<file path="src/hdl/pdb_pkg.sv">
// Package: register map, field layout and reset values of the dual-buffer port
package pdb_pkg;
  localparam int          DATA_W          = 32;
  localparam int          ADDR_W          = 11;
  localparam int          RDATA_W         = 16;
  localparam int          OFS_W           = 8;
  // Register byte offsets on the bus
  localparam logic [7:0]  OFS_CONTROL     = 8'h00;
  localparam logic [7:0]  OFS_DATA_IN     = 8'h04;
  localparam logic [7:0]  OFS_WRITE_ADDR  = 8'h08;
  localparam logic [7:0]  OFS_READ_ADDR   = 8'h0c;
  localparam logic [7:0]  OFS_READ_DATA   = 8'h10;
  localparam logic [7:0]  OFS_STATUS      = 8'h14;
  // Field positions
  localparam int          POS_DUAL_BUF    = 17;
  localparam int          POS_CS1         = 14;
  localparam int          POS_XFER_DIR    = 0;
  localparam int          POS_XFER_GO     = 1;
  localparam int          POS_BUSY        = 0;
  // Reset values
  localparam logic [10:0] RST_ADDR        = 11'h000;
  localparam logic [15:0] RST_DATA        = 16'h0000;
  // Transfer timing: strobe held for this many ns, at 20 MHz clock
  localparam int          STROBE_NS       = 100;
  localparam int          CLK_NS          = 50;
  localparam int          STROBE_CYC      = (STROBE_NS + CLK_NS - 1) / CLK_NS;

  typedef enum logic [1:0] {
    PDB_IDLE   = 2'b00,
    PDB_STROBE = 2'b01,
    PDB_DONE   = 2'b10
  } pdb_state_t;
endpackage

</file>
<file path="src/hdl/pdb_xfer_if.sv">
// Interface: transfer request and result between register file and pin engine
interface pdb_xfer_if;
  logic        start;
  logic        is_read;
  logic [10:0] addr;
  logic        cs1;
  logic        busy;
  logic        done;
  logic [15:0] rdata;
  modport regs (output start, output is_read, output addr, output cs1,
                input busy, input done, input rdata);
  modport eng  (input start, input is_read, input addr, input cs1,
                output busy, output done, output rdata);
endinterface

</file>
<file path="src/hdl/pdb_engine.sv">
// Pin engine: drives address, chip select and strobes for one transfer
module pdb_engine
  import pdb_pkg::*;
(
  // Clock and reset
  input  wire logic               clk_i,
  input  wire logic               rst_i,
  // Request from register file
  pdb_xfer_if.eng                 xf,
  // Pins
  output logic [ADDR_W-1:0]       addr_pins_o,
  output logic                    address_pin_fourteen_o,
  output logic                    cs1_o,
  output logic                    rd_strobe_o,
  output logic                    wr_strobe_o,
  input  wire logic [RDATA_W-1:0] data_pins_i
);
  pdb_state_t               state;
  pdb_state_t               next_state;
  logic [3:0]               cnt;
  logic [3:0]               next_cnt;
  logic [ADDR_W-1:0]        addr;
  logic [ADDR_W-1:0]        next_addr;
  logic                     cs1;
  logic                     next_cs1;
  logic                     rd;
  logic                     next_rd;
  logic [RDATA_W-1:0]       rdata;
  logic [RDATA_W-1:0]       next_rdata;

  always_comb begin
    next_state = state;
    next_cnt   = cnt;
    next_addr  = addr;
    next_cs1   = cs1;
    next_rd    = rd;
    next_rdata = rdata;
    case (state)
      PDB_IDLE: begin
        if (xf.start) begin
          next_state = PDB_STROBE;
          next_cnt   = 4'(STROBE_CYC);
          next_addr  = xf.addr;
          next_cs1   = xf.cs1;
          next_rd    = xf.is_read;
        end
      end
      PDB_STROBE: begin
        next_cnt = cnt - 4'h1;
        if (cnt == 4'h1) begin
          next_state = PDB_DONE;
          if (rd) begin
            next_rdata = data_pins_i;
          end
        end
      end
      default: begin
        next_state = PDB_IDLE;
      end
    endcase
  end

  always_ff @(posedge clk_i) begin
    if (rst_i) begin
      state <= PDB_IDLE;
      cnt   <= 4'h0;
      addr  <= RST_ADDR;
      cs1   <= 1'b0;
      rd    <= 1'b0;
      rdata <= RST_DATA;
    end else begin
      state <= next_state;
      cnt   <= next_cnt;
      addr  <= next_addr;
      cs1   <= next_cs1;
      rd    <= next_rd;
      rdata <= next_rdata;
    end
  end

  assign addr_pins_o = addr;
  assign cs1_o                  = (state != PDB_IDLE) && cs1;
  assign address_pin_fourteen_o = 1'b0;
  assign rd_strobe_o = (state == PDB_STROBE) && rd;
  assign wr_strobe_o = (state == PDB_STROBE) && !rd;
  assign xf.busy  = (state != PDB_IDLE);
  assign xf.done  = (state == PDB_DONE);
  assign xf.rdata = rdata;
endmodule

</file>
<file path="src/hdl/pdb_regs.sv">
// Dual-buffer register file of the parallel host port with Wishbone access
// Function
// - Write CS1 bit one asserts chip select 1, zero leaves it low; address pin 14 is always driven zero
// - Read CS1 bit one asserts chip select 1, zero leaves it low; address pin 14 is always driven zero
// - Separate write and read address registers used only when dual buffer on
// - Dual buffer on: read data lands in 16-bit read input data register
// - Dual buffer off: read data returns through shared data-in register
// - Address registers: upper unimplemented bits read zero, writes ignored
// - Read input data register: bits 31 to 16 read zero
// - Low 16 bits of read input data register are the read input value
module pdb_regs
  import pdb_pkg::*;
(
  // Clock and reset
  input  wire logic                     clk_i,
  input  wire logic                     rst_i,
  // Wishbone slave
  input  wire logic                     cyc_i,
  input  wire logic                     stb_i,
  input  wire logic                     we_i,
  input  wire logic [3:0]               sel_i,
  input  wire logic [pdb_pkg::OFS_W-1:0] adr_i,
  input  wire logic [pdb_pkg::DATA_W-1:0] dat_i,
  output logic [pdb_pkg::DATA_W-1:0]    dat_o,
  output logic                          ack_o,
  // Parallel pins
  output logic [pdb_pkg::ADDR_W-1:0]    addr_pins_o,
  output logic                          address_pin_fourteen_o,
  output logic                          cs1_o,
  output logic                          rd_strobe_o,
  output logic                          wr_strobe_o,
  input  wire logic [pdb_pkg::RDATA_W-1:0] data_pins_i,
  // Read input value
  output logic [pdb_pkg::RDATA_W-1:0]   read_input_value_o
);
  import pdb_pkg::*;

  pdb_xfer_if xf ();

  logic                access;
  logic                mapped;
  logic                dual_buffer_enable;
  logic                next_dual;
  logic [ADDR_W-1:0]   write_addr_field;
  logic [ADDR_W-1:0]   next_write_addr_field;
  logic                write_chip_select_one;
  logic                next_wcs;
  logic [ADDR_W-1:0]   read_addr_field;
  logic [ADDR_W-1:0]   next_read_addr_field;
  logic                read_chip_select_one;
  logic                next_rcs;
  logic [RDATA_W-1:0]  read_input_data_reg;
  logic [RDATA_W-1:0]  next_rdin;
  logic [RDATA_W-1:0]  shared_data_in_reg;
  logic [RDATA_W-1:0]  next_din;
  logic                start;
  logic                next_start;
  logic                is_read;
  logic                next_is_read;
  logic [DATA_W-1:0]   rd_word;
  logic [DATA_W-1:0]   wmask;
  logic                wr;

  pdb_wb_slave u_wb (
    .clk_i    (clk_i),
    .rst_i    (rst_i),
    .cyc_i    (cyc_i),
    .stb_i    (stb_i),
    .adr_i    (adr_i),
    .ack_o    (ack_o),
    .access_o (access),
    .mapped_o (mapped)
  );

  pdb_engine u_eng (
    .clk_i                  (clk_i),
    .rst_i                  (rst_i),
    .xf                     (xf.eng),
    .addr_pins_o            (addr_pins_o),
    .address_pin_fourteen_o (address_pin_fourteen_o),
    .cs1_o                  (cs1_o),
    .rd_strobe_o            (rd_strobe_o),
    .wr_strobe_o            (wr_strobe_o),
    .data_pins_i            (data_pins_i)
  );

  // Byte lanes expand to a bit mask
  genvar g;
  for (g = 0; g < 4; g++) begin : g_lane
    assign wmask[g*8 +: 8] = {8{sel_i[g]}};
  end

  assign wr = access && we_i && mapped;

  always_comb begin
    next_dual    = dual_buffer_enable;
    next_write_addr_field   = write_addr_field;
    next_wcs     = write_chip_select_one;
    next_read_addr_field   = read_addr_field;
    next_rcs     = read_chip_select_one;
    next_rdin    = read_input_data_reg;
    next_din     = shared_data_in_reg;
    next_start   = 1'b0;
    next_is_read = is_read;
    if (wr && adr_i == OFS_CONTROL) begin
      if (sel_i[2]) begin
        next_dual = dat_i[POS_DUAL_BUF];
      end
      if (sel_i[0] && dat_i[POS_XFER_GO] && !xf.busy) begin
        next_start   = 1'b1;
        next_is_read = dat_i[POS_XFER_DIR];
      end
    end else if (wr && adr_i == OFS_DATA_IN) begin
      next_din = (shared_data_in_reg & ~wmask[15:0])
                 | (dat_i[15:0] & wmask[15:0]);
    end else if (wr && adr_i == OFS_WRITE_ADDR) begin
      next_write_addr_field = (write_addr_field & ~wmask[10:0])
                   | (dat_i[10:0] & wmask[10:0]);
      if (sel_i[1]) begin
        next_wcs = dat_i[POS_CS1];
      end
    end else if (wr && adr_i == OFS_READ_ADDR) begin
      next_read_addr_field = (read_addr_field & ~wmask[10:0])
                   | (dat_i[10:0] & wmask[10:0]);
      if (sel_i[1]) begin
        next_rcs = dat_i[POS_CS1];
      end
    end else if (wr && adr_i == OFS_READ_DATA) begin
      next_rdin = (read_input_data_reg & ~wmask[15:0])
                  | (dat_i[15:0] & wmask[15:0]);
    end
    if (xf.done && is_read) begin
      if (dual_buffer_enable) begin
        next_rdin = xf.rdata;
      end else begin
        next_din = xf.rdata;
      end
    end
  end

  always_ff @(posedge clk_i) begin
    if (rst_i) begin
      dual_buffer_enable    <= 1'b0;
      write_addr_field      <= RST_ADDR;
      write_chip_select_one <= 1'b0;
      read_addr_field       <= RST_ADDR;
      read_chip_select_one  <= 1'b0;
      read_input_data_reg   <= RST_DATA;
      shared_data_in_reg    <= RST_DATA;
      start                 <= 1'b0;
      is_read               <= 1'b0;
    end else begin
      dual_buffer_enable    <= next_dual;
      write_addr_field      <= next_write_addr_field;
      write_chip_select_one <= next_wcs;
      read_addr_field       <= next_read_addr_field;
      read_chip_select_one  <= next_rcs;
      read_input_data_reg   <= next_rdin;
      shared_data_in_reg    <= next_din;
      start                 <= next_start;
      is_read               <= next_is_read;
    end
  end

  always_comb begin
    xf.start   = start;
    xf.is_read = is_read;
    if (!dual_buffer_enable) begin
      xf.addr = write_addr_field;
      xf.cs1  = write_chip_select_one;
    end else if (is_read) begin
      xf.addr = read_addr_field;
      xf.cs1  = read_chip_select_one;
    end else begin
      xf.addr = write_addr_field;
      xf.cs1  = write_chip_select_one;
    end
  end

  // Pin 14 sits in the engine, tied to zero; the engine holds CS1 for the whole transfer

  assign read_input_value_o = read_input_data_reg;

  // Read mux: unmapped offsets read zero
  always_comb begin
    rd_word = '0;
    if (adr_i == OFS_CONTROL) begin
      rd_word[POS_DUAL_BUF] = dual_buffer_enable;
    end else if (adr_i == OFS_DATA_IN) begin
      rd_word[15:0] = shared_data_in_reg;
    end else if (adr_i == OFS_WRITE_ADDR) begin
      rd_word[10:0]   = write_addr_field;
      rd_word[POS_CS1] = write_chip_select_one;
    end else if (adr_i == OFS_READ_ADDR) begin
      rd_word[10:0]   = read_addr_field;
      rd_word[POS_CS1] = read_chip_select_one;
    end else if (adr_i == OFS_READ_DATA) begin
      rd_word[15:0] = read_input_data_reg;
    end else if (adr_i == OFS_STATUS) begin
      rd_word[POS_BUSY] = xf.busy;
    end
  end

  logic [DATA_W-1:0] dat_q;
  always_ff @(posedge clk_i) begin
    if (rst_i) begin
      dat_q <= '0;
    end else begin
      dat_q <= rd_word;
    end
  end
  assign dat_o = dat_q;
endmodule

</file>
<file path="src/hdl/pdb_wb_slave.sv">
// Wishbone classic handshake: one-cycle ack and unmapped-address detection
module pdb_wb_slave
  import pdb_pkg::*;
(
  // Clock and reset
  input  wire logic               clk_i,
  input  wire logic               rst_i,
  // Bus request
  input  wire logic               cyc_i,
  input  wire logic               stb_i,
  input  wire logic [OFS_W-1:0]   adr_i,
  // Access strobes
  output logic                    ack_o,
  output logic                    access_o,
  output logic                    mapped_o
);
  logic ack;
  logic next_ack;

  always_comb begin
    next_ack = cyc_i && stb_i && !ack;
  end

  always_ff @(posedge clk_i) begin
    if (rst_i) begin
      ack <= 1'b0;
    end else begin
      ack <= next_ack;
    end
  end

  assign ack_o    = ack;
  assign access_o = cyc_i && stb_i && ack;
  assign mapped_o = (adr_i[1:0] == 2'b00) && (adr_i <= OFS_STATUS);
endmodule

</file>
<file path="config.mk">
export PLATFORM = sky130hd
export DESIGN_NAME = pdb_regs
export DESIGN_NICKNAME = d
export VERILOG_FILES = /design/src/hdl/pdb_pkg.sv /design/src/hdl/pdb_xfer_if.sv /design/src/hdl/pdb_engine.sv /design/src/hdl/pdb_regs.sv /design/src/hdl/pdb_wb_slave.sv
export SDC_FILE = /design/constraint.sdc
export NUM_CORES = 1
export LEC_CHECK = 0
export BUFFER_PORTS_ARGS = -buffer_cell sky130_fd_sc_hd__buf_2
export CAP_MARGIN = 20
export CORE_MARGIN = 2
export CORE_UTILIZATION = 44
export CTS_CLUSTER_DIAMETER = 30
export CTS_CLUSTER_SIZE = 14
export DETAILED_ROUTE_END_ITERATION = 7
export GPL_TIMING_DRIVEN = 0
export PLACE_DENSITY = 0.68
export SLEW_MARGIN = 20
export SYNTH_ARGS = -nofsm -noshare
export SYNTH_HDL_FRONTEND = slang
export SYNTH_SLANG_ARGS = --single-unit
</file>
<file path="constraint.sdc">
create_clock -name clk_i -period 2 [get_ports clk_i]
set_input_delay 0.4 -clock clk_i [delete_from_list [all_inputs] [get_ports clk_i]]
set_output_delay 0.4 -clock clk_i [all_outputs]
set_load 0.01 [all_outputs]
</file>
==> results.json, run 1 <==
{
  "outcome": "finished, final reports clean",
  "drv_slew": 0,
  "hold_path.class": "in2reg",
  "fin_util": 0.543,
  "power_density_nw_per_um2": 695,
  "clk_pin_slew_ns": 0.08,
  "ant_nets": 0,
  "ys_types": 48,
  "grtUsageTotal": 0.254,
  "p_leak_nw": 2.59,
  "cts_buffers": 9,
  "cts_root_buf": "clkbuf_16",
  "die_area_um2": 12600,
  "yosys.area.top_type_share": 0.434,
  "rsz0062_at_grt": "no",
  "netlist_instances": 604,
  "area.growth.synth_to_final_pct": 20.0,
  "route.detailed.drc": 0,
  "yosysSeqAreaShare": 0.434,
  "synth_edf_count": 0,
  "finalCritPeriodShare": 0.932,
  "grt_max_degree": 18,
  "worstPathMaxFanout": 10,
  "clk_path_buf_depth": 2,
  "cts_tree": "built",
  "fmax_mhz": 536,
  "io_pins": 129,
  "layout_commonest_cell": "dfxtp_1",
  "grt_pass1_vias": 4745,
  "peakVddDrop_v": 0.000473,
  "port_buffers": 94,
  "relSlewSlack": 0.545,
  "grt-ovfl-total": 0,
  "route.met2.wl_um": 7750,
  "final_cell_mix": "dfxtp_1, buf_2, nor2_1",
  "maxCapViolations": 0,
  "crit_type": "reg2reg",
  "numClockSinks": 112,
  "syn_avg_cell_area_um2": 8.55,
  "avgRoutedWirePerCell_um": 18.8,
  "diodes": 0,
  "yosysWarnings": 0,
  "drive_above_1_share": 0.227,
  "insertion_delay_ns": 0.35,
  "worstMarginPinSlew_ns": 0.683,
  "fp.dieW_um": 112,
  "antenna_found_initial": 0,
  "cts_max_level": 3,
  "synthArstFlopShare": 0,
  "core_um2": 11400,
  "synth-seq-cells": 112,
  "highest_layer": "met4",
  "drt-met1-wl_um": 6770,
  "worst_hold_slack_ns": 0.280,
  "layout_min_cycle_time_ns": 1.86,
  "grt_pass1_wl_um": 25300,
  "routed_wl_um": 16500,
  "hold_violations": 0,
  "yosysTopAreaCell": "dfxtp_1",
  "via_per_inst": 5.81,
  "required_ns": 2.20,
  "setup-violations-final": 0,
  "drt_iter0_markers": 580,
  "worstPathArrival_ns": 2.06,
  "ys_dominant_reg_cell": "dfxtp_1",
  "num_rows": 39,
  "synthTopCellsByArea": "dfxtp_1, a311oi_1, nor2_1",
  "place.gp.congestion": 0.916,
  "start_util": 0.452,
  "fin_nets": 794,
  "cp-start-kind": "register",
  "cp-end-kind": "register",
  "die_y_um": 112,
  "drtPass1Iterations": 6,
  "wl_met3_um": 1600,
  "dp_hpwl_um": 12200,
  "syn-cell-area_um2": 5160,
  "dr_total_vias": 5088,
  "finalClockSkew_ns": 0.00915
}
[worst paths after layout]
| check | slack, ns | from | end | cells past startpoint |
|---|---|---|---|---|
| setup / recovery | 0.14 | dual_buffer_enable | shared_data_in_reg[11] | 5 |
| hold / removal | 0.28 | stb_i | u_wb.ack_o | 3 |
| setup reg to reg | 0.14 | dual_buffer_enable | shared_data_in_reg[11] | 5 |
| hold reg to reg | 0.45 | u_wb.ack_o | u_wb.ack_o | 1 |
[power by group]
group | leakage, nW | total [W] | switching, W | internal, W
Sequential | 0.902 | 0.00223 | 0.000000657 | 0.00223
Clock | 0.132 | 0.00181 | 0.000837 | 0.000972
Combinational | 1.56 | 0.000266 | 0.000177 | 0.0000895
Total | 2.59 | 0.00430 | 0.00101 | 0.00329
[critical path, cell delays in order (launching register included)]
cell and delay (ns):
dfxtp_1 0.31, clkbuf_1 0.30, nand4bb_1 0.18, clkbuf_1 0.25, clkbuf_1 0.47, a311oi_1 0.19
[Yosys cell counts, drive strengths merged, types with 2 or more instances]
cell      n
and4      5
nand2b    2
a211oi    5
nor3b     2
nor2b     5
nor4b     2
ha        2
a311oi   44
a222oi    3
nor3      9
nor2     87
buf      31
clkbuf   39
o21ai    33
nor4      3
nand2    72
a221oi    8
dfxtp   112
a22oi    12
mux2i    26
inv       4
and2      3
a21oi    21
a21o     11
nand4     6
nand3    46
[cell type report]
type	instances	area, um2
fillers	1133	5220
multi-input cells	433	2550
flip-flops and latches	112	2240
repair buffers	98	500
plain buffers	69	417
clock buffers	11	233
well taps	143	179
clock inverters	5	57.6
inverters	4	15.0
[kinds of logic (layout without fill, tap and decap cells)]
| family | Yosys count | in the layout | share of synthesized area |
|---|---|---|---|
| other | 1 | 16 | 0.000726 |
| AND/OR/NAND/NOR | 248 | 248 | 0.224 |
| adder cells (fa/ha/maj) | 2 | 2 | 0.00485 |
| XOR/XNOR | 1 | 1 | 0.00170 |
| AO/OA/AOI/OAI | 140 | 140 | 0.201 |
| multiplexers | 26 | 26 | 0.0504 |
| buffers and inverters | 74 | 187 | 0.0829 |
| flip-flops | 112 | 112 | 0.434 |
[metrics by stage]
step | cell area (um2) | cells | total power (W) | setup TNS, ns | setup slack, ns
after floorplan | 5220 | 619 | 0.00242 | 0 | 0.276
after global placement | 5870 | 856 | 0.00254 | -7.58 | -0.303
after detailed placement | 5870 | 856 | 0.00254 | -7.86 | -0.294
after CTS | 6160 | 872 | 0.00430 | 0 | 0.0733
after global routing | 6200 | 875 | 0.00442 | 0 | 0.0331
final | 6200 | 875 | 0.00430 | 0 | 0.135
[what timing repair did]
action,4_1_cts,5_1_grt
endpoints found under the setup margin,20,36
buffers inserted,0,4
hold buffers,0,0
gates resized for setup,2,7
pin swaps,0,2
[layer usage]
layer | up-vias | global-route usage
li1 | 2401 | -
met1 | 2379 | 0.342
met2 | 277 | 0.408
met3 | 31 | 0.0551
met4 | 0 | 0.0813
met5 | - | 0
No activity file was read; power rests on OpenSTA's default activity.
==> inputs of run 2 (changes only) <==
- CORE_UTILIZATION: 44 -> 53
- PLACE_DENSITY: 0.68 -> 0.8
==> results.json, run 2 (synthesis results as in run 1) <==
{
  "register_area_um2": 2240,
  "reg2reg_from": "u_wb.ack_o",
  "setup-violations-final": 0,
  "cts_max_level": 3,
  "start_util": 0.538,
  "finalCritPeriodShare": 0.944,
  "dp_hpwl_um": 11800,
  "required_ns": 2.26,
  "place.gp.congestion": 0.921,
  "hold_start": "stb_i",
  "drt_iter0_markers": 363,
  "numClockSinks": 112,
  "num_rows": 36,
  "maxCapViolations": 0,
  "cp-start-kind": "register",
  "fp.dieW_um": 103,
  "nFillCells": 896,
  "relSlewSlack": 0.546,
  "hold_path.class": "in2reg",
  "via_per_inst": 5.92,
  "layout_commonest_cell": "dfxtp_1",
  "multi_input_area_um2": 2560,
  "dr_total_vias": 5106,
  "routed_wl_um": 15900,
  "final_cell_mix": "dfxtp_1, buf_2, nor2_1",
  "fin_nets": 792,
  "antenna_found_initial": 0,
  "cp-end-kind": "register",
  "worstPathArrival_ns": 2.15,
  "grt_pass1_wl_um": 24400,
  "cts_tree": "built",
  "drive_above_1_share": 0.226,
  "clk_pin_slew_ns": 0.11,
  "startpoint": "u_wb.ack_o",
  "cts_buffers": 9,
  "worstMarginPinSlew_ns": 0.682,
  "drv_slew": 0,
  "insertion_delay_ns": 0.37,
  "fmax_mhz": 530,
  "io_pins": 129,
  "outcome": "finished, final reports clean",
  "clk_path_buf_depth": 2,
  "fin_util": 0.633,
  "die_area_um2": 10500,
  "grt-ovfl-total": 0,
  "finalClockSkew_ns": 0.0142,
  "crit_type": "reg2reg",
  "core_um2": 9590,
  "ant_nets": 0,
  "area.growth.synth_to_final_pct": 17.6,
  "drtPass1Iterations": 6,
  "p_leak_nw": 2.55,
  "cts_hold_buf": 0,
  "power_density_nw_per_um2": 628,
  "grt_max_degree": 19,
  "grt_pass1_vias": 4865,
  "port_buffers": 94,
  "diodes": 0,
  "grtUsageTotal": 0.301,
  "worstPathMaxFanout": 10,
  "route.detailed.drc": 0,
  "die_y_um": 103,
  "avgRoutedWirePerCell_um": 18.4,
  "hold_violations": 0,
  "cts_root_buf": "clkbuf_8",
  "layout_min_cycle_time_ns": 1.89,
  "rsz0062_at_grt": "no",
  "peakVddDrop_v": 0.000310,
  "worst_hold_slack_ns": 0.248
}
-- run 2: cell types whose count changed in the layout (fill, tap and decap cells not counted), moves of 2 or more --
cell        previous run  this run
clkbuf_8               1        12
clkbuf_16              9         0
buf_4                 23        21
clkinv_4               0         3
clkinvlp_4             3         0
-- run 2: power by group --
group	total, W	internal (W)	switching [W]
clock network	0.00132	0.000532	0.000789
logic	0.000264	0.0000895	0.000174
registers	0.00223	0.00223	0.000000671
total	0.00382	0.00285	0.000964
-- run 2: what timing repair did --
| action | 4_1_cts | 5_1_grt |
|---|---|---|
| endpoints found under the setup margin | 10 | 50 |
| resized for setup | 1 | 7 |
| setup buffers | 0 | 2 |
| pin swaps | 0 | 1 |
-- run 2: final timing paths --
| kind | slack (ns) | endpoint | depth (start not counted) |
|---|---|---|---|
| worst max-delay path | 0.11 | read_input_value_o[0] | 6 |
| worst min-delay path | 0.25 | u_wb.ack_o | 3 |
| worst max register to register | 0.11 | read_input_value_o[0] | 6 |
| worst min register to register | 0.45 | u_wb.ack_o | 1 |
-- run 2: critical path, stage by stage, from the launching register on --
cell,delay (ns)
dfxtp_1,0.34
and4_2,0.18
clkbuf_8,0.16
nand4_1,0.23
clkbuf_1,0.39
o21ai_0,0.15
a311oi_1,0.33
-- run 2: area by class of cell --
class,count,share of cell area
flip-flops and latches,112,0.369
repair buffers,96,0.0799
inverters,4,0.00247
plain buffers,69,0.0680
clock buffers,11,0.0249
multi-input cells,433,0.422
clock inverters,5,0.00659
well taps,133,0.0274
-- run 2: through the flow --
stage	power, W	setup slack [ns]	cell area [um2]	TNS, ns	std cells
after floorplan	0.00242	0.276	5220	0	619
after global placement	0.00253	-0.240	5860	-6.04	846
after detailed placement	0.00253	-0.321	5860	-8.81	846
after CTS	0.00381	0.0283	6050	0	862
after global routing	0.00394	0.0308	6070	0	863
final	0.00382	0.112	6070	0	863
-- run 2: routing by layer --
| layer | global-route usage | share of wire | routed length (um) |
|---|---|---|---|
| met5 | 0 | 0 | 0 |
| met4 | 0.131 | 0.021 | 335 |
| met3 | 0.0725 | 0.11 | 1800 |
| met2 | 0.468 | 0.46 | 7280 |
| met1 | 0.400 | 0.41 | 6500 |
==> inputs of run 3 (changes only) <==
- PLACE_DENSITY: 0.8 -> 0.84
==> results.json, run 3 (synthesis results as in run 1) <==
{
  "outcome": "finished, final reports clean",
  "fmax_mhz": 527,
  "clk_pin_slew_ns": 0.11,
  "slowest_stage": "nor4_4",
  "grt-ovfl-total": 0,
  "die_y_um": 103,
  "numClockSinks": 112,
  "relSlewSlack": 0.526,
  "port_buffers": 94,
  "grtUsageTotal": 0.306,
  "cp_num_buf_inv": 2,
  "worstMarginPinSlew_ns": 0.710,
  "finalCritPeriodShare": 0.950,
  "cp-end-kind": "register",
  "grt_pass1_vias": 4796,
  "die_area_um2": 10500,
  "fp.dieW_um": 103,
  "crit_type": "in2reg",
  "tns_ns": 0,
  "cts_max_level": 3,
  "use_met1": 0.398,
  "hold_violations": 0,
  "start_util": 0.538,
  "routed_wl_um": 15700,
  "antenna_found_initial": 0,
  "drt_iter0_markers": 339,
  "required_ns": 2.23,
  "cts_root_buf": "clkbuf_8",
  "core_um2": 9590,
  "via_per_inst": 5.82,
  "finalClockSkew_ns": 0.00854,
  "io_pins": 129,
  "layout_commonest_cell": "dfxtp_1",
  "insertion_delay_ns": 0.38,
  "dp_hpwl_um": 12000,
  "worstPathArrival_ns": 2.13,
  "drive_above_1_share": 0.224,
  "cts_tree": "built",
  "ant_nets": 0,
  "setup-violations-final": 0,
  "hold_path.class": "in2reg",
  "cpPeakStageDelay_ns": 0.50,
  "p_leak_nw": 2.54,
  "worstPathMaxFanout": 10,
  "post-place-cells": 846,
  "num_rows": 36,
  "layout_min_cycle_time_ns": 1.90,
  "final_cell_mix": "dfxtp_1, buf_2, nor2_1",
  "maxCapViolations": 0,
  "cts_hold_buf": 0,
  "rsz0062_at_grt": "no",
  "drtPass1Iterations": 5,
  "cp-start-kind": "input port",
  "grt_use_met2": 0.510,
  "fin_nets": 790,
  "avgRoutedWirePerCell_um": 18.3,
  "route.detailed.drc": 0,
  "dr_total_vias": 5003,
  "area.growth.synth_to_final_pct": 17.1,
  "power_density_nw_per_um2": 634,
  "diodes": 0,
  "timing.critical_path.cells": "buf_2 -> nor4_4 -> nand4_1 -> clkbuf_2 -> o21ai_0 -> a311oi_1",
  "clk_path_buf_depth": 2,
  "path_delay_family": "simple AND/OR/NAND/NOR gates",
  "busiest_layer": "met2",
  "peakVddDrop_v": 0.000335,
  "fin_cells": 860,
  "grt_max_degree": 18,
  "grt_pass1_wl_um": 24700,
  "drv_slew": 0,
  "place.gp.congestion": 0.931,
  "cts_buffers": 9,
  "grtUsageMet3": 0.0536,
  "nFillCells": 876,
  "power_w": 0.00383
}
[run 3: final timing paths]
kind	startpoint	end	slack, ns	cells past startpoint
worst max-delay path	adr_i[1]	shared_data_in_reg[11]	0.10	6
worst min register to register	u_wb.ack_o	u_wb.ack_o	0.44	1
worst max register to register	dual_buffer_enable	shared_data_in_reg[11]	0.10	5
worst min-delay path	data_pins_i[7]	u_eng.xf.rdata[7]	0.24	3
[run 3: timing repair]
item                                    4_1_cts  5_1_grt
gates resized for setup                       1        8
pin swaps                                     0        1
endpoints found under the setup margin       10       26
cloned                                        0        0
buffers inserted                              0        0
[run 3: where the power goes]
part | internal (W) | total [W] | switching, W
logic | 0.0000882 | 0.000263 | 0.000175
registers | 0.00223 | 0.00223 | 0.000000594
clock network | 0.000569 | 0.00134 | 0.000770
[run 3: worst min-delay path, cell delays in order]
cell and delay, ns:
buf_2 0.10, nand2_1 0.04, a21oi_1 0.05
[run 3: layout make-up]
type / count / area [um2] / share of cell area
flip-flops and latches: 112 / 2240 / 0.371
clock inverters: 6 / 61.3 / 0.0101
repair buffers: 94 / 470 / 0.0778
clock buffers: 9 / 124 / 0.0205
well taps: 133 / 166 / 0.0275
plain buffers: 69 / 414 / 0.0685
multi-input cells: 433 / 2550 / 0.422
inverters: 4 / 15.0 / 0.00248
[run 3: metrics by stage]
step	instance area [um2]	worst slack (ns)	utilization	hold WS, ns
after CTS	6050	0.0597	0.630	0.239
after global placement	5860	-0.240	0.610	0.416
final	6050	0.101	0.630	0.242
after detailed placement	5860	-0.252	0.610	0.425
after global routing	6050	0.00771	0.630	0.248
after floorplan	5220	0.276	-	0.450
[run 3: per-layer routing]
metal	up-vias	wire (um)
met5	-	0
met4	0	346
met3	29	1270
met2	265	7590
met1	2321	6530
li1	2388	-
